--- config.mk ---
export PLATFORM = sky130hd
export DESIGN_NAME = aws_write_sectors
export DESIGN_NICKNAME = d
export VERILOG_FILES = /design/src/design/aws_pkg.sv /design/src/design/aws_sync3.sv /design/src/design/aws_budget.sv /design/src/design/aws_write_sectors.sv
export SDC_FILE = /design/constraint.sdc
export NUM_CORES = 1
export LEC_CHECK = 0
export ABC_CLOCK_PERIOD_IN_PS = 2800
export BUFFER_PORTS_ARGS = -buffer_cell sky130_fd_sc_hd__buf_2
export CORE_ASPECT_RATIO = 0.5
export CORE_MARGIN = 2
export CORE_UTILIZATION = 30
export DETAILED_ROUTE_END_ITERATION = 7
export RECOVER_POWER = 50
export SYNTH_ARGS = -nofsm -noshare
export SYNTH_HDL_FRONTEND = slang
export SYNTH_SLANG_ARGS = --single-unit
export TNS_END_PERCENT = 50
--- constraint.sdc ---
create_clock -name ref_clk -period 2.8 [get_ports ref_clk]
set_clock_uncertainty 0.2 [all_clocks]
set_input_delay 0.56 -clock ref_clk [delete_from_list [all_inputs] [get_ports ref_clk]]
set_output_delay 0.56 -clock ref_clk [all_outputs]
set_load 0.005 [all_outputs]
--- src/design/aws_pkg.sv ---
package aws_pkg;

  // Task-file register select
  localparam int         TF_ADDR_W      = 3;
  localparam logic [2:0] REG_DATA       = 3'h0;
  localparam logic [2:0] REG_ERROR      = 3'h1;
  localparam logic [2:0] REG_SCOUNT     = 3'h2;
  localparam logic [2:0] REG_SNUM       = 3'h3;
  localparam logic [2:0] REG_CYL_LO     = 3'h4;
  localparam logic [2:0] REG_CYL_HI     = 3'h5;
  localparam logic [2:0] REG_DEVHEAD    = 3'h6;
  localparam logic [2:0] REG_CMD_STATUS = 3'h7;

  // Command codes and field positions
  localparam logic [7:0] CMD_WRITE_SECT   = 8'h30;
  localparam int         CMD_RETRY_BIT    = 0;
  localparam int         DH_LBA_BIT       = 6;
  localparam int         DH_HEAD_MSB      = 3;
  localparam int         CTRL_SRST_BIT    = 2;
  localparam int         CTRL_NIEN_BIT    = 1;
  localparam logic [7:0] CHS_FIRST_SECTOR = 8'h01;

  // Sector framing
  localparam int         WORDS_PER_SECTOR = 256;
  localparam logic [7:0] LAST_WORD        = 8'(WORDS_PER_SECTOR - 1);
  localparam logic [8:0] FULL_COUNT       = 9'h100;

  // Response budgets, each in its printed unit, then in cycles
  localparam longint unsigned CLK_MHZ        = 250;
  localparam longint unsigned BUSY_TIME_NS   = 400;
  localparam longint unsigned DRQ_TIME_US    = 700;
  localparam longint unsigned REBUSY_TIME_US = 5;
  localparam longint unsigned READY_TIME_S   = 31;
  localparam longint unsigned XFER_TIME_S    = 30;
  localparam longint unsigned BUSY_CYCLES    = BUSY_TIME_NS * CLK_MHZ / 1000;
  localparam longint unsigned DRQ_CYCLES     = DRQ_TIME_US * CLK_MHZ;
  localparam longint unsigned REBUSY_CYCLES  = REBUSY_TIME_US * CLK_MHZ;
  localparam longint unsigned READY_CYCLES   = READY_TIME_S * CLK_MHZ * 1000000;
  localparam longint unsigned XFER_CYCLES    = XFER_TIME_S * CLK_MHZ * 1000000;
  localparam int              BUDGET_W       = 34;

  // Command block registers as the host sees them
  typedef struct packed {
    logic [7:0] devHead;
    logic [7:0] cylHigh;
    logic [7:0] cylLow;
    logic [7:0] sectorNumber;
    logic [7:0] sectorCount;
  } aws_taskfile_t;

  localparam aws_taskfile_t TF_RESET = 40'h00_00_00_01_01;

  // Status byte, bit 7 first
  typedef struct packed {
    logic busy;
    logic ready;
    logic fault;
    logic seekDone;
    logic dataReq;
    logic corrected;
    logic index;
    logic error;
  } aws_status_t;

  // Error byte, bit 7 first
  typedef struct packed {
    logic crcError;
    logic uncorrectable;
    logic zero5;
    logic sectorNotFoundFlag;
    logic zero3;
    logic commandAbortedFlag;
    logic trackZeroMissingFlag;
    logic addressMarkMissingFlag;
  } aws_error_t;

  typedef enum logic [2:0] {
    AWS_RESET,
    AWS_SPINUP,
    AWS_IDLE,
    AWS_ACCEPT,
    AWS_DRQ,
    AWS_MEDIA
  } aws_state_t;

endpackage : aws_pkg

--- src/design/aws_sync3.sv ---
`timescale 1ns/1ps
module aws_sync3
  import aws_pkg::*;
#(
  parameter logic IDLE_LEVEL = 1'b1
) (
  // Clock and reset
  input  wire logic ref_clk,
  input  wire logic rst,
  // Pin side
  input  wire logic pinIn,
  // Settled level
  output logic      level
);

  logic stage1_q;
  logic stage2_q;
  logic stage3_q;
  logic level_q;

  // Three-stage chain; only stage two looks at stage one
  always_ff @(posedge ref_clk) begin
    if (rst) begin
      stage1_q <= IDLE_LEVEL;
      stage2_q <= IDLE_LEVEL;
      stage3_q <= IDLE_LEVEL;
    end else begin
      stage1_q <= pinIn;
      stage2_q <= stage1_q;
      stage3_q <= stage2_q;
    end
  end

  // Level moves only when the two settled stages agree
  always_ff @(posedge ref_clk) begin
    if (rst) begin
      level_q <= IDLE_LEVEL;
    end else if (stage2_q == stage3_q) begin
      level_q <= stage3_q;
    end
  end

  assign level = level_q;

endmodule : aws_sync3

--- src/design/aws_budget.sv ---
`timescale 1ns/1ps
module aws_budget
  import aws_pkg::*;
#(
  parameter int              WIDTH = BUDGET_W,
  parameter longint unsigned LIMIT = 100
) (
  // Clock and reset
  input  wire logic ref_clk,
  input  wire logic rst,
  // Control
  input  wire logic restart,
  input  wire logic run,
  // Budget spent
  output logic      expired
);

  localparam logic [WIDTH-1:0] LimitW = WIDTH'(LIMIT);

  logic [WIDTH-1:0] count_q;

  if (WIDTH < 2 || WIDTH > 63 || LIMIT < 1 || LIMIT >= (64'h1 << WIDTH)) begin : g_badLimit
    $error("Budget limit does not fit the counter");
  end

  // Counter saturates at the limit so a stalled phase stays expired
  always_ff @(posedge ref_clk) begin
    if (rst || restart) begin
      count_q <= '0;
    end else if (run && count_q != LimitW) begin
      count_q <= count_q + 1'b1;
    end
  end

  assign expired = run && (count_q == LimitW);

endmodule : aws_budget

--- src/design/aws_write_sectors.sv ---
`timescale 1ns/1ps
// What the document asks of the drive and the host
// Opcodes 30h and 31h write sectors; low bit set disables internal retries.
// The retry-disable bit is ignored only while the write cache is on.
// Sector data moves through the data register as 16-bit words.
// A sector count of zero means 256 sectors; otherwise the literal count.
// Address-mode bit set forms a 28-bit block address from the registers.
// Address-mode bit clear reads sector, cylinder and head of first sector.
// An uncorrectable error stops the command at the failing sector.
// Sector count ends holding sectors not transferred, zero unless an error.
// Address registers end holding the last sector transferred.
// Power-on, soft reset or bus reset shows busy within 400 ns.
// After any reset, ready set and busy clear within 31 seconds.
// Busy is set within 400 ns of a command register write.
// Data-in: busy clear, data request and interrupt within 30 s.
// Data-in: busy again within 10 us after the 256th word read.
// Data-out: busy clear and data request within 700 us of busy.
// Data-out: busy within 5 us after the 256th word write.
// Data-out: busy clear, ready and interrupt within 30 s of final busy.
// Non-data command: completion interrupt within 30 s of busy.
// Host answers any expired timeout with soft reset and a retry.
// Data request per 512-byte sector, interrupt once each sector is accepted.
module aws_write_sectors
  import aws_pkg::*;
#(
  parameter longint unsigned READY_LIMIT           = READY_CYCLES,
  parameter longint unsigned XFER_LIMIT            = XFER_CYCLES,
  parameter int              SECT_PER_TRACK        = 63,
  parameter int              HEAD_COUNT            = 16,
  parameter bit              IGNORE_RETRY_ON_CACHE = 1'b1
) (
  // Clock and reset
  input  wire logic                 ref_clk,
  input  wire logic                 rst,
  // Task-file register port
  input  wire logic                 tfWr,
  input  wire logic                 tfRd,
  input  wire logic [TF_ADDR_W-1:0] tfAddr,
  input  wire logic [15:0]          tfWdata,
  output logic      [15:0]          tfRdata,
  // Device control register
  input  wire logic                 ctrlWr,
  input  wire logic [7:0]           ctrlWdata,
  // Bus reset pin and interrupt
  input  wire logic                 hostResetN,
  output logic                      intrq,
  // Drive side
  input  wire logic                 spinupDone,
  input  wire logic                 writeCacheEn,
  input  wire logic                 mediaSectorDone,
  input  wire logic                 mediaUncorrectable,
  output logic                      mediaWordValid,
  output logic                      mediaWordLast,
  output logic      [15:0]          mediaWord,
  output logic                      mediaRetryDisable
);

  localparam logic [7:0]             SptW     = 8'(SECT_PER_TRACK);
  localparam logic [DH_HEAD_MSB:0]   LastHead = (DH_HEAD_MSB + 1)'(HEAD_COUNT - 1);

  if (SECT_PER_TRACK < 1 || SECT_PER_TRACK > 255 || HEAD_COUNT < 1 || HEAD_COUNT > 16) begin : g_badGeom
    $error("Drive geometry out of range");
  end
  // The block answers busy and data request one cycle after the cause
  if (BUSY_CYCLES < 1 || DRQ_CYCLES < 1 || REBUSY_CYCLES < 1) begin : g_badClock
    $error("Clock too slow for one-cycle responses");
  end

  aws_state_t    state_q;
  aws_taskfile_t tf_q;
  aws_taskfile_t tfNext;
  aws_error_t    errFlags_q;
  aws_status_t   statusNow;
  logic [8:0]    remaining_q;
  logic [7:0]    wordCnt_q;
  logic [27:0]   lbaNow;
  logic [15:0]   tfRdata_q;
  logic [15:0]   mediaWord_q;
  logic          mediaWordValid_q;
  logic          mediaWordLast_q;
  logic          srst_q;
  logic          nien_q;
  logic          ready_q;
  logic          errBit_q;
  logic          pending_q;
  logic          retryOff_q;
  logic          hostResetNS;
  logic          anyReset;
  logic          readyExpired;
  logic          xferExpired;
  logic          cmdWrite;
  logic          isWriteCmd;
  logic          dataWrite;
  logic          lastWord;
  logic          sectorOk;
  logic          sectorBad;
  logic          lastSector;
  logic          timedOut;
  logic          statusRead;

  // Bus reset pin arrives from outside the clock domain
  aws_sync3 #(.IDLE_LEVEL(1'b1)) u_resetSync (
    .ref_clk (ref_clk),
    .rst     (rst),
    .pinIn   (hostResetN),
    .level   (hostResetNS)
  );

  // Spin-up budget after any reset
  aws_budget #(.WIDTH(BUDGET_W), .LIMIT(READY_LIMIT)) u_readyBudget (
    .ref_clk (ref_clk),
    .rst     (rst),
    .restart (state_q == AWS_RESET),
    .run     (state_q == AWS_SPINUP),
    .expired (readyExpired)
  );

  // Media budget per sector, started by the last word of the sector
  aws_budget #(.WIDTH(BUDGET_W), .LIMIT(XFER_LIMIT)) u_xferBudget (
    .ref_clk (ref_clk),
    .rst     (rst),
    .restart (lastWord),
    .run     (state_q == AWS_MEDIA),
    .expired (xferExpired)
  );

  // Decoded host events
  assign anyReset   = ~hostResetNS | srst_q;
  assign cmdWrite   = tfWr && tfAddr == REG_CMD_STATUS && state_q == AWS_IDLE;
  assign isWriteCmd = tfWdata[7:1] == CMD_WRITE_SECT[7:1];
  assign dataWrite  = tfWr && tfAddr == REG_DATA && state_q == AWS_DRQ;
  assign lastWord   = dataWrite && wordCnt_q == LAST_WORD;
  assign sectorOk   = state_q == AWS_MEDIA && mediaSectorDone && !mediaUncorrectable;
  assign sectorBad  = state_q == AWS_MEDIA && mediaSectorDone && mediaUncorrectable;
  assign timedOut   = state_q == AWS_MEDIA && xferExpired && !mediaSectorDone;
  assign lastSector = remaining_q == 9'h001;
  assign statusRead = tfRd && tfAddr == REG_CMD_STATUS;
  assign lbaNow     = {tf_q.devHead[DH_HEAD_MSB:0], tf_q.cylHigh, tf_q.cylLow, tf_q.sectorNumber};

  // Command sequencer; a reset event overrides every phase
  always_ff @(posedge ref_clk) begin
    if (rst || anyReset) begin
      state_q <= AWS_RESET;
    end else begin
      case (state_q)
        AWS_RESET: begin
          state_q <= AWS_SPINUP;
        end
        AWS_SPINUP: begin
          if (spinupDone || readyExpired) begin
            state_q <= AWS_IDLE;
          end
        end
        AWS_IDLE: begin
          if (cmdWrite && isWriteCmd) begin
            state_q <= AWS_ACCEPT;
          end
        end
        AWS_ACCEPT: begin
          state_q <= AWS_DRQ;
        end
        AWS_DRQ: begin
          if (lastWord) begin
            state_q <= AWS_MEDIA;
          end
        end
        AWS_MEDIA: begin
          if (sectorBad || timedOut || (sectorOk && lastSector)) begin
            state_q <= AWS_IDLE;
          end else if (sectorOk) begin
            state_q <= AWS_DRQ;
          end
        end
        default: begin
          state_q <= AWS_RESET;
        end
      endcase
    end
  end

  // Next address in the mode chosen by the host
  always_comb begin
    tfNext             = tf_q;
    tfNext.sectorCount = tf_q.sectorCount - 8'h01;
    if (tf_q.devHead[DH_LBA_BIT]) begin
      {tfNext.devHead[DH_HEAD_MSB:0], tfNext.cylHigh, tfNext.cylLow, tfNext.sectorNumber} =
        lbaNow + 28'h0000001;
    end else if (tf_q.sectorNumber == SptW) begin
      tfNext.sectorNumber = CHS_FIRST_SECTOR;
      if (tf_q.devHead[DH_HEAD_MSB:0] == LastHead) begin
        tfNext.devHead[DH_HEAD_MSB:0]   = '0;
        {tfNext.cylHigh, tfNext.cylLow} = {tf_q.cylHigh, tf_q.cylLow} + 16'h0001;
      end else begin
        tfNext.devHead[DH_HEAD_MSB:0] = tf_q.devHead[DH_HEAD_MSB:0] + 1'b1;
      end
    end else begin
      tfNext.sectorNumber = tf_q.sectorNumber + 8'h01;
    end
  end

  // Task file: host writes only while idle, sequencer steps it per sector
  always_ff @(posedge ref_clk) begin
    if (rst || anyReset) begin
      tf_q <= TF_RESET;
    end else if (tfWr && state_q == AWS_IDLE) begin
      case (tfAddr)
        REG_SCOUNT:  tf_q.sectorCount  <= tfWdata[7:0];
        REG_SNUM:    tf_q.sectorNumber <= tfWdata[7:0];
        REG_CYL_LO:  tf_q.cylLow       <= tfWdata[7:0];
        REG_CYL_HI:  tf_q.cylHigh      <= tfWdata[7:0];
        REG_DEVHEAD: tf_q.devHead      <= tfWdata[7:0];
        default:     tf_q              <= tf_q;
      endcase
    end else if (sectorOk && lastSector) begin
      tf_q.sectorCount <= tfNext.sectorCount;
    end else if (sectorOk) begin
      tf_q <= tfNext;
    end
  end

  // Remaining sectors and word position within the sector
  always_ff @(posedge ref_clk) begin
    if (rst) begin
      remaining_q <= 9'h000;
      wordCnt_q   <= 8'h00;
    end else begin
      if (cmdWrite && isWriteCmd) begin
        remaining_q <= (tf_q.sectorCount == 8'h00) ? FULL_COUNT : {1'b0, tf_q.sectorCount};
      end else if (sectorOk) begin
        remaining_q <= remaining_q - 9'h001;
      end
      if (state_q != AWS_DRQ) begin
        wordCnt_q <= 8'h00;
      end else if (dataWrite) begin
        wordCnt_q <= wordCnt_q + 8'h01;
      end
    end
  end

  // Word stream toward the media path; no buffering, the media side keeps pace
  always_ff @(posedge ref_clk) begin
    if (rst) begin
      mediaWordValid_q <= 1'b0;
      mediaWordLast_q  <= 1'b0;
      mediaWord_q      <= 16'h0000;
    end else begin
      mediaWordValid_q <= dataWrite;
      mediaWordLast_q  <= lastWord;
      if (dataWrite) begin
        mediaWord_q <= tfWdata;
      end
    end
  end

  // Retry policy latched with the command
  always_ff @(posedge ref_clk) begin
    if (rst) begin
      retryOff_q <= 1'b0;
    end else if (cmdWrite && isWriteCmd) begin
      retryOff_q <= tfWdata[CMD_RETRY_BIT] && !(IGNORE_RETRY_ON_CACHE && writeCacheEn);
    end
  end

  // Device control: soft reset holds the block until software drops it
  always_ff @(posedge ref_clk) begin
    if (rst) begin
      srst_q <= 1'b0;
      nien_q <= 1'b0;
    end else if (ctrlWr) begin
      srst_q <= ctrlWdata[CTRL_SRST_BIT];
      nien_q <= ctrlWdata[CTRL_NIEN_BIT];
    end
  end

  // Ready and error flags; a fresh command clears old errors
  always_ff @(posedge ref_clk) begin
    if (rst || anyReset) begin
      ready_q    <= 1'b0;
      errBit_q   <= 1'b0;
      errFlags_q <= '0;
    end else begin
      if (state_q == AWS_SPINUP && (spinupDone || readyExpired)) begin
        ready_q <= 1'b1;
      end
      if (cmdWrite) begin
        errBit_q                      <= !isWriteCmd;
        errFlags_q                    <= '0;
        errFlags_q.commandAbortedFlag <= !isWriteCmd;
      end else if (sectorBad || timedOut) begin
        errBit_q                      <= 1'b1;
        errFlags_q.commandAbortedFlag <= 1'b1;
      end
    end
  end

  // Interrupt pending: a new event wins over a status read in the same cycle
  always_ff @(posedge ref_clk) begin
    if (rst || anyReset) begin
      pending_q <= 1'b0;
    end else if ((cmdWrite && !isWriteCmd) || sectorOk || sectorBad || timedOut) begin
      pending_q <= 1'b1;
    end else if (statusRead || cmdWrite) begin
      pending_q <= 1'b0;
    end
  end

  // Status byte built from the sequencer phase
  always_comb begin
    statusNow          = '0;
    statusNow.busy     = state_q inside {AWS_RESET, AWS_SPINUP, AWS_ACCEPT, AWS_MEDIA};
    statusNow.ready    = ready_q;
    statusNow.seekDone = ready_q;
    statusNow.dataReq  = state_q == AWS_DRQ;
    statusNow.error    = errBit_q;
  end

  // Register readback; only a write command is served, so data reads give zero
  always_ff @(posedge ref_clk) begin
    if (rst) begin
      tfRdata_q <= 16'h0000;
    end else if (tfRd) begin
      case (tfAddr)
        REG_DATA:       tfRdata_q <= 16'h0000;
        REG_ERROR:      tfRdata_q <= {8'h00, errFlags_q};
        REG_SCOUNT:     tfRdata_q <= {8'h00, tf_q.sectorCount};
        REG_SNUM:       tfRdata_q <= {8'h00, tf_q.sectorNumber};
        REG_CYL_LO:     tfRdata_q <= {8'h00, tf_q.cylLow};
        REG_CYL_HI:     tfRdata_q <= {8'h00, tf_q.cylHigh};
        REG_DEVHEAD:    tfRdata_q <= {8'h00, tf_q.devHead};
        REG_CMD_STATUS: tfRdata_q <= {8'h00, statusNow};
        default:        tfRdata_q <= 16'h0000;
      endcase
    end
  end

  // Outputs
  assign tfRdata           = tfRdata_q;
  assign intrq             = pending_q && !nien_q;
  assign mediaWordValid    = mediaWordValid_q;
  assign mediaWordLast     = mediaWordLast_q;
  assign mediaWord         = mediaWord_q;
  assign mediaRetryDisable = retryOff_q;
endmodule : aws_write_sectors

==> summary.txt, run 1 <==
GRT
  • Initial antenna violation count: 0
  • First-pass GRT wire length: 38,400 µm
  • Total GRT Usage: 16.0%
  • Grt ovf: 0
  • Pin count of the biggest net entering global routing: 46
  • Number of global-route vias before repair: 7,544

Synth
  • Flop and latch count out of synthesis: 164
  • Adder-cell share of the synthesized area: 1.86%
  • Post-synthesis simple-gate area fraction: 27.6%
  • Library cells used by synthesis: 83
  • Avg Cell Area, Syn: 8.00 µm²
  • Mux cell area share after synthesis: 2.48%
  • Main flop type after synthesis: dfxtp_1
  • Post-synthesis xor/xnor area fraction: 6.92%
  • Largest family of logic cells by synthesized area: simple AND/OR/NAND/NOR gates
  • Area contributors post-synth: dfxtp_1 (38%), nor2_1 (5.5%), nand2_1 (5.3%)
  • Post-synth EDFFs: 0
  • Post-synth top area cell: dfxtp_1
  • Post-synth ARST share: 0%
  • Post-synthesis cell count: 1,076
  • Most frequent cell after synthesis: dfxtp_1
  • Synth top area share: 38.1%
  • Top cells by count, synth: dfxtp_1 (164), nor2_1 (126), nand2_1 (122), a21oi_1 (88), o21ai_0 (67)
  • Sequential fraction of the synthesis area: 38.1%
  • Complex-gate fraction of the synthesized area: 18.3%
  • Yosys warning total: 0
  • Syn Std Cell Area: 0.00861 mm²

Place
  • Gpl congestion: 0.934
  • Placed Area: 0.00945 mm²
  • I/O Buffers: 58
  • Setup WS pre-CTS: -0.0523 ns
  • Post-DP HPWL: 17,100 µm

Clock tree
  • PostCTS Resize Cnt: 0
  • CTS tree: done
  • Cts hold-fix bufs: 0
  • Clock sinks: 164
  • Setup bufs post-CTS: 0
  • Clk Latency, worst-skew pair: 0.44 ns
  • Clock transition at path regs: 0.07 ns
  • Total CTS buffers: 17
  • H-Tree Depth: 4
  • Clk buf depth: 2
  • Root buf cell: clkbuf_16

Worst hold path
  • Min-Delay Startpoint: hostResetN
  • Hold endpoint: u_resetSync.stage1_q
  • WHS Path Cells: 2
  • Min-Delay Path Class: input port to register

Finish
  • Fill cell count: 2,899
  • Ant diodes: 0
  • Final Cell Area: 0.0100 mm²
  • Layout cell share with drive strength beyond 1: 12.2%
  • Nets@finish: 1,191
  • Synthesis-to-finish area growth: 16.1%

Critical path
  • Worst endpoint required time: 2.89 ns
  • R2r startpoint: lbaNow[21]
  • CP Capture Type: register
  • Worst R2R End: lbaNow[27]
  • WS Path Type: register to register
  • Worst Path Max Fanout: 5
  • Crit-path cells: nand2_1, or3_1, nor4_2, mux2_2, o2111ai_1, a21oi_1
  • CP max stage delay: 0.59 ns
  • Worst EP arrival: 2.71 ns
  • Setup crit start kind: register
  • Worst path slowest cell: nor4_2
  • R2R cell count: 6
  • Reg-to-reg slack, setup: 0.19 ns

Power and ir drop
  • Pwr dens: 517 mW/mm²
  • Peak VDD IR: 0.000322 V
  • P_leak: 3.31 nW

Job
  • Maxcap violations: 0

Die
  • Die X: 244 µm
  • Die Y-Extent: 124 µm
  • DIE AREA: 0.0302 mm²
  • Core Region: 0.0280 mm²
  • Initial Utilization: 30.8%
  • Row cnt: 43
  • I/O pin cnt: 73

STA
  • Normalized max-slew margin: 26.0%
  • Tmin final: 2.61 ns
  • Final worst-path cycle share: 93.3%
  • Setup violators final: 0
  • Hold Vio Cnt, Final: 0
  • Worst-Margin Slew: 1.11 ns
  • Achievable clock frequency: 0.383 GHz
  • Setup ws final: 0.187 ns
  • Slew Viols, Final: 0
  • RSZ-0062 raised after global routing: false

Drt
  • Final wirelength: 23,800 µm
  • Initial detailed-routing violation count: 742
  • Via count: 8,061
  • Drt via density: 5.24
  • Routed WL per cell: 15.5 µm
  • TritonRoute pass-1 iters: 5
  • DRC viols: 0
  • DRT antenna net count: 0

Status
  • Result of the run: finished, final reports clean
placed cells by master (no fill, tap or decap), types with 4 or more instances in the layout:
cell type and count:
dfxtp_1 164, nor2_1 126, nand2_1 122, a21oi_1 88, o21ai_0 67, nand3_1 59, xor2_1 38, buf_2 38
nor3_1 32, clkbuf_1 31, xnor2_1 30, buf_4 29, inv_1 28, nand4_1 22, and3_1 21, clkbuf_16 17
a211oi_1 12, ha_1 12, nor2b_1 11, or3_1 11, and2_1 10, a221oi_1 10, a31oi_1 10, mux2i_1 9
mux2_2 8, conb_1 8, nor4b_1 7, nand3b_1 6, and4_1 6, nor4_1 6, nor3b_1 5, o22ai_1 5
a22o_1 5, a22oi_1 5, o31ai_1 4, nand2b_1 4, clkinv_4 4
layout make-up:
class,count,area [µm²],area share (%)
timing repair buffer,100,567,5.67
clock buffer,21,460,4.60
tap,382,478,4.78
sequential,164,3280,32.8
clock inverter,11,151,1.51
multi-input combinational,831,4960,49.6
inverter,28,105,1.05
state kept, by name (all words and copies together), names as in the netlist:
register / cells
errBit_q: 1
lbaNow: 28
mediaRetryDisable: 1
mediaWord: 16
mediaWordLast: 1
mediaWordValid: 1
nien_q: 1
pending_q: 1
ready_q: 1
remaining_q: 9
srst_q: 1
state_q: 3
tfNext: 4
tfRdata: 8
tf_q: 8
u_readyBudget.count_q: 34
u_resetSync.level: 1
u_resetSync.stage1_q: 1
u_resetSync.stage2_q: 1
u_resetSync.stage3_q: 1
u_xferBudget.count_q: 34
wordCnt_q: 8
cell families after synthesis:
| kind of cell | Yosys count |
|---|---|
| AOI/OAI and AO/OA | 250 |
| xor gates and xnor gates | 68 |
| adders and majority gates | 13 |
| buffers and inverters | 88 |
| DFF | 164 |
| muxes | 19 |
| other | 1 |
| and+or+nand+nor | 473 |
per-layer routing:
metal  vias up  wire length (µm)  track usage [%]  part of all wire [%]
met4         0               494             6.90                   2.1
met2       234             10800             25.8                    45
met5         -                 0                0                     0
met1      3832             11200             20.7                    47
met3        41              1390             3.64                   5.8
li1       3954                 -                -                     -
where the power goes:
group	switching [mW]	leakage, nW	internal, mW
sequential	0.0246	1.32	2.35
combinational	0.225	1.69	0.113
clock	0.997	0.298	1.46
total	1.25	3.31	3.92
how the worst max path moves through the flow:
stage	from	to	slack [ns]	depth (start not counted)
2_1_floorplan	lbaNow[0]	lbaNow[26]	0.35	7
3_3_place_gp	tfWdata[3]	state_q[0]	-0.05	8
3_5_place_dp	tfWdata[3]	state_q[0]	-0.05	8
4_1_cts	lbaNow[0]	lbaNow[23]	0.22	8
5_1_grt	lbaNow[0]	lbaNow[18]	0.07	8
6_report	lbaNow[21]	lbaNow[27]	0.19	6
metrics by stage:
stage	hold WS, ns	cells	total power [mW]	util, %	setup TNS [ns]
detailed placement	0.195	1505	2.77	33.8	-0.0523
CTS	0.0955	1537	5.23	36.0	0
finish	0.111	1537	5.17	35.7	0
global route	0.0943	1537	5.35	35.7	0
global placement	0.192	1505	2.76	33.8	-0.0547
floorplan	0.189	1083	2.66	-	0
worst max-delay path, delay by kind of cell, from the launching register on:
kind	cells	cell delay, ns
flip-flops	1	0.47
AND/OR/NAND/NOR	3	1.13
AO/OA/AOI/OAI	2	0.28
multiplexers	1	0.40
No activity file was read; power rests on OpenSTA's default activity.
==> run 2, diff against run 1 <==
Settings changed: CORE_UTILIZATION 30 to 60, CTS_CLUSTER_SIZE set to 25, PLACE_DENSITY set to 0.8.
==> run 2 against run 1 <==
Net effect:
- power fell by 0.65%
- worst setup slack improved by 0.0065 ns
- global-route usage rose by 15 points
- combinational power barely moved
- non-clock buffer count fell by 2
- core utilization rose by 35 points
- routed wire length fell by 1.7%
- largest power group unchanged
==> summary.txt, run 2 (synthesized netlist as in run 1, its figures left out) <==
Critical path
  • WS Path Type: register to register
  • Reg-to-reg slack, setup: 0.19 ns (about the same)
  • Setup crit start kind: register
  • WP buf/inv: 0 (unchanged)
  • Worst Path Max Fanout: 6 (+1)
  • CP Capture Type: register
  • Crit-path cells: ha_1, nand2_2, or4_4, a22o_1, nor4_2, mux2_1, a21oi_1
  • CP max stage delay: 0.52 ns (-0.07 ns)
  • Worst EP arrival: 2.77 ns (+0.06 ns)
  • Crit-path leading delay family: simple AND/OR/NAND/NOR gates
  • Worst endpoint required time: 2.97 ns (+0.08 ns)
  • Worst path slowest cell: or4_4

Clock tree
  • Clk Latency, worst-skew pair: 0.44 ns (about the same)
  • Cts hold-fix bufs: 0 (unchanged)
  • CTS tree: done
  • Clk buf depth: 2 (unchanged)
  • Root buf cell: clkbuf_16
  • Clock sinks: 164 (unchanged)
  • Clock transition at path regs: 0.07 ns (about the same)
  • Setup bufs post-CTS: 0 (unchanged)
  • PostCTS Resize Cnt: 0 (unchanged)
  • Total CTS buffers: 17 (unchanged)
  • H-Tree Depth: 4 (unchanged)

Finish
  • Commonest cells after routing, fill and taps aside: dfxtp_1 (164), nor2_1 (126), nand2_1 (122), a21oi_1 (88), o21ai_0 (67)
  • Fill cell count: 1,116 (-62%)
  • Final design utilization: 70.8% (+35 points)
  • Most common cell after layout, fill and taps aside: dfxtp_1
  • Layout cell share with drive strength beyond 1: 13.3% (+1.1 points)
  • Final Non-Filler Cells: 1,346 (-12%)
  • Synthesis-to-finish area growth: 13.3%
  • Nets@finish: 1,189 (-0.17%)

Die
  • Die Y-Extent: 88.7 µm (-28%)
  • Row cnt: 30 (-30%)
  • Core Region: 0.0138 mm² (-51%)
  • DIE AREA: 0.0154 mm² (-49%)
  • I/O pin cnt: 73 (unchanged)
  • Die X: 173 µm (-29%)
  • Initial Utilization: 62.5% (+32 points)

Power and ir drop
  • P_leak: 3.34 nW (+1.0%)
  • Gate power share: 6.6% (about the same)
  • Pwr dens: 526 mW/mm² (+1.8%)
  • P_int: 3.75 mW (-4.3%)
  • Clk network pwr share: 47.1% (-0.4 points)
  • Switching part of the total: 26.9% (+2.8 points)
  • NetSw: 1.38 mW (+11%)
  • Register share of total power: 46.3% (+0.3 points)
  • Peak VDD IR: 0.000417 V (+29%)

STA
  • Normalized max-slew margin: 21.5% (-4.5 points)
  • Setup ws final: 0.193 ns (+0.00653 ns)
  • Achievable clock frequency: 0.384 GHz (+0.25%)
  • TNS Setup: 0 ns (unchanged)
  • RSZ-0062 raised after global routing: false
  • Tmin final: 2.61 ns (-0.00653 ns)
  • Slew Viols, Final: 0 (unchanged)
  • Worst-Margin Slew: 1.18 ns (+0.0668 ns)
  • Hold Vio Cnt, Final: 0 (unchanged)
  • Setup violators final: 0 (unchanged)
  • Final worst-path cycle share: 93.1% (-0.23 points)

Drt
  • DRT antenna net count: 0 (unchanged)
  • TritonRoute pass-1 iters: 7 (+2)
  • Via count: 8,329 (+3.3%)
  • Final wirelength: 23,400 µm (-1.7%)
  • Initial detailed-routing violation count: 940 (+27%)
  • Routed WL per cell: 17.4 µm (+12%)
  • Drt via density: 6.19 (+18%)
  • DRC viols: 0 (unchanged)

Place
  • Setup WS pre-CTS: 0.234 ns (+0.286 ns)
  • Post-DP HPWL: 16,600 µm (-3.0%)
  • Gpl congestion: 0.964 (+3.2%)
  • Placed Cells: 1,313 (-13%)
  • I/O Buffers: 58 (unchanged)

Job
  • Maxcap violations: 0 (unchanged)

GRT
  • Grt ovf: 0 (unchanged)
  • Initial antenna violation count: 0 (unchanged)
  • Number of global-route vias before repair: 7,505 (-0.52%)
  • First-pass GRT wire length: 37,300 µm (-2.8%)
  • Total GRT Usage: 30.8% (+15 points)
  • Pin count of the biggest net entering global routing: 46 (unchanged)

Worst hold path
  • Min-Delay Path Class: input port to register

Status
  • Result of the run: finished, final reports clean
[run 2: layout make-up]
type                            count  area (µm²)  share of cell area (%)
Tap cell                          192         240                    2.46
Sequential cell                   164        3280                    33.7
Multi-Input combinational cell    831        4960                    50.8
Clock inverter                     15         183                    1.87
Timing Repair Buffer               98         561                    5.75
Clock buffer                       17         425                    4.36
Inverter                           28         105                    1.08
Antenna cell                        1        2.50                  0.0257
[run 2: routing by layer]
layer | vias up | part of all wire, % | track usage, %
li1 | 3952 | - | -
met1 | 3906 | 43 | 39.3
met2 | 404 | 45 | 50.8
met3 | 67 | 8.6 | 7.73
met4 | 0 | 3.1 | 12.8
met5 | - | 0 | 0
[run 2: worst paths after layout]
kind                             start                    to  cells past startpoint
setup reg to reg             lbaNow[0]            lbaNow[26]                      7
setup / recovery             lbaNow[0]            lbaNow[26]                      7
hold reg to reg   u_resetSync.stage1_q  u_resetSync.stage2_q                      1
hold / removal              hostResetN  u_resetSync.stage1_q                      2
[run 2: through the flow]
stage,area [µm²],hold WS (ns),total power [mW]
final,9760,0.128,5.13
after global routing,9750,0.118,5.29
after CTS,9800,0.123,5.15
after detailed placement,9190,0.212,2.76
after global placement,9190,0.203,2.76
after floorplan,8640,0.189,2.66
[run 2: power by group through the flow]
stage                     registers (mW)  logic, mW  clock network (mW)
after CTS                           2.38      0.335                2.44
after global placement              2.43      0.327                   0
final                               2.38      0.338                2.42
after detailed placement            2.43      0.334                   0
after global routing                2.38      0.363                2.54
after floorplan                     2.41      0.240                   0
[run 2: worst register-to-register path, delay by kind of cell (launching register included)]
kind,cells,cell delay (ns)
AO/OA/AOI/OAI,2,0.43
adder cells (fa/ha/maj),1,0.24
flip-flops,1,0.43
multiplexers,1,0.35
AND/OR/NAND/NOR,3,0.87
==> run 3, diff against run 2 <==
Settings changed: ABC_AREA set to 1, CORE_UTILIZATION 60 to 61, PLACE_DENSITY 0.8 to 0.81, TNS_END_PERCENT 50 to unset.
==> run 3 against run 2 <==
Net effect:
- final area up 9.0%
- register-to-register slack better by 0.11 ns
- sequential power up 2%
- via count up 20%
- global-route usage up 2.1 points
- power up 10%
- first-iteration DRC count down 7.9%
- clock power up 3%
- combinational power up 120%
- critical path type is now input port to register
- largest cell class unchanged
==> summary.txt, run 3 <==
Status
  • Result of the run: finished, final reports clean

Drt
  • Met3 WL: 2090 µm (+3.3%)
  • DRC viols: 0 (unchanged)
  • Uppermost layer routed: met4
  • Metal-1 WL: 12,500 µm (+24%)
  • Via count: 10,000 (+20%)
  • TritonRoute pass-1 iters: 6 (-1)
  • Routed WL per cell: 15.3 µm (-12%)
  • Final wirelength: 27,000 µm (+16%)
  • Initial detailed-routing violation count: 866 (-7.9%)
  • DRT antenna net count: 0 (unchanged)
  • WL met2: 11,900 µm (+13%)
  • Drt via density: 5.68 (-8.3%)

Synth
  • Flop and latch count out of synthesis: 164 (unchanged)
  • Top cells by count, synth: nand2_1 (390), nor2_1 (202), dfxtp_1 (164), inv_1 (145), a21oi_1 (124)
  • Post-synth ARST share: 0% (unchanged)
  • Most frequent cell after synthesis: nand2_1
  • Syn Std Cell Area: 0.00957 mm² (+11%)
  • Post-synth EDFFs: 0 (unchanged)
  • Post-synth top area cell: dfxtp_1
  • Main flop type after synthesis: dfxtp_1
  • Post-synthesis cell count: 1,490 (+38%)
  • Sequential fraction of the synthesis area: 34.3% (-3.8 points)
  • Library cells used by synthesis: 47 (-43%)
  • Area contributors post-synth: dfxtp_1 (34%), nand2_1 (15%), nor2_1 (7.9%)
  • Yosys warning total: 0 (unchanged)
  • Synth top area share: 34.3% (-3.8 points)
  • Avg Cell Area, Syn: 6.42 µm² (-20%)

STA
  • Achievable clock frequency: 0.395 GHz (+2.9%)
  • Final worst-path cycle share: 90.5% (-2.6 points)
  • TNS Setup: 0 ns (unchanged)
  • Slew Viols, Final: 0 (unchanged)
  • Worst-Margin Slew: 0.908 ns (-0.269 ns)
  • Tmin final: 2.53 ns (-0.0724 ns)
  • Setup violators final: 0 (unchanged)
  • Hold Vio Cnt, Final: 0 (unchanged)
  • Normalized max-slew margin: 39.5% (+18 points)
  • RSZ-0062 raised after global routing: false

Die
  • Core Region: 0.0154 mm² (+12%)
  • Row cnt: 32 (+6.7%)
  • Die Y-Extent: 92.6 µm (+4.4%)
  • Initial Utilization: 62.2% (-0.26 points)
  • DIE AREA: 0.0168 mm² (+9.0%)
  • I/O pin cnt: 73 (unchanged)
  • Die X: 181 µm (+4.5%)

Finish
  • Most common cell after layout, fill and taps aside: nand2_1
  • Commonest cells after routing, fill and taps aside: nand2_1 (390), nor2_1 (204), dfxtp_1 (164), inv_1 (146), a21oi_1 (124)
  • Multi-input logic area: 0.00548 mm² (+11%)
  • Ant diodes: 0 (-1)
  • Fill cell count: 1,399 (+25%)
  • Nets@finish: 1,599 (+34%)
  • Synthesis-to-finish area growth: 11.1%
  • Final Cell Area: 0.0106 mm² (+9.0%)
  • Layout cell share with drive strength beyond 1: 7.50% (-5.8 points)
  • Storage cell area: 0.00328 mm² (unchanged)

Critical path
  • Setup crit start kind: input port
  • Worst endpoint required time: 2.90 ns (-0.07 ns)
  • Worst EP arrival: 2.63 ns (-0.14 ns)
  • Worst Path Max Fanout: 29 (+23)
  • CP max stage delay: 0.66 ns (+0.14 ns)
  • CP Capture Type: register
  • Worst path slowest cell: clkbuf_1
  • WS Path Type: input port to register
  • Crit-path cells: clkbuf_1, inv_1, clkbuf_1, nand2_1, buf_4, nor3b_1
  • Most used cell, CP: clkbuf_1

Place
  • Gpl congestion: 0.975 (+1.0%)
  • Post-DP HPWL: 20,300 µm (+23%)
  • I/O Buffers: 58 (unchanged)
  • Placed Area: 0.0101 mm² (+9.6%)

Clock tree
  • Clock sinks: 164 (unchanged)
  • Clk Latency, worst-skew pair: 0.42 ns (-0.02 ns)
  • Total CTS buffers: 17 (unchanged)
  • Setup bufs post-CTS: 0 (unchanged)
  • Clock transition at path regs: 0.07 ns (about the same)
  • Clk buf depth: 2 (unchanged)
  • CTS tree: done
  • Root buf cell: clkbuf_16
  • H-Tree Depth: 4 (unchanged)
  • Cts hold-fix bufs: 0 (unchanged)

GRT
  • Pin count of the biggest net entering global routing: 35 (-24%)
  • First-pass GRT wire length: 44,800 µm (+20%)
  • Number of global-route vias before repair: 9,239 (+23%)
  • Total GRT Usage: 32.8% (+2.1 points)
  • Grt ovf: 0 (unchanged)
  • Initial antenna violation count: 0 (unchanged)

Power and ir drop
  • Peak VDD IR: 0.000331 V (-21%)
  • Pwr dens: 532 mW/mm² (+1.2%)
  • P_leak: 4.14 nW (+24%)
  • Total power draw: 5.66 mW (+10%)

Worst hold path
  • Min-Delay Path Class: input port to register

Job
  • Maxcap violations: 0 (unchanged)
run 3: changes by cell type after synthesis, moves of 18 or more:
cell / before / now
inv_1: 28 / 145
and3_1: 21 / 1
a21oi_1: 88 / 124
nand3_1: 59 / 78
nand2_1: 122 / 390
nor2_1: 126 / 202
o21ai_0: 67 / 85
nor3_1: 32 / 56
run 3: cell type report:
type / count / area share, %
Clock inverter: 10 / 1.40
Timing Repair Buffer: 82 / 4.03
Multi-Input combinational cell: 1134 / 51.6
Clock buffer: 20 / 4.39
Inverter: 151 / 5.33
Sequential cell: 164 / 30.9
Tap cell: 204 / 2.40
run 3: path summary, 6_finish.rpt:
| check | startpoint | to | slack (ns) | cells after the start |
|---|---|---|---|---|
| worst min-delay path | hostResetN | u_resetSync.stage1_q | 0.11 | 2 |
| worst max register to register | state_q[0] | remaining_q[4] | 0.30 | 10 |
| worst max-delay path | rst | u_xferBudget.count_q[7] | 0.27 | 6 |
| worst min register to register | u_resetSync.stage1_q | u_resetSync.stage2_q | 0.21 | 1 |
run 3: power breakdown:
part           internal (mW)  switching (mW)  leakage, nW  total (mW)
registers               2.38          0.0515         1.32        2.43
clock network           1.48            1.02        0.295        2.49
logic                  0.201           0.536         2.53       0.737
total                   4.06            1.60         4.14        5.66
run 3: cells by family after synthesis:
family / share of synthesized area, %
AOI/OAI and AO/OA: 15.1
other: 0.0392
DFF: 34.3
and+or+nand+nor: 35.1
buffers and inverters: 8.64
adders and majority gates: 1.57
xor gates and xnor gates: 5.22
run 3: critical path, delay by kind of cell:
kind / cells / cell delay [ns]
buffers and inverters: 4 / 1.75
and+or+nand+nor: 2 / 0.30
run 3: what timing repair did:
| item | 4_1_cts | 5_1_grt |
|---|---|---|
| gates resized for setup | 0 | 1 |
| hold endpoints to repair | 0 | 0 |
| setup endpoints to repair | 0 | 21 |
run 3: per-stage QoR:
step	cells	utilization [%]	hold slack [ns]	setup WS (ns)
global route	1765	69.1	0.107	0.0894
CTS	1765	69.5	0.102	0.214
floorplan	1497	-	0.189	0.785
finish	1765	69.1	0.111	0.265
detailed placement	1735	65.5	0.197	0.245
global placement	1735	65.5	0.194	0.362
run 3: per-layer routing:
metal	track usage, %	vias to the layer above
li1	-	4969
met5	0	-
met4	10.6	0
met2	52.2	391
met3	5.86	59
met1	45.4	4601
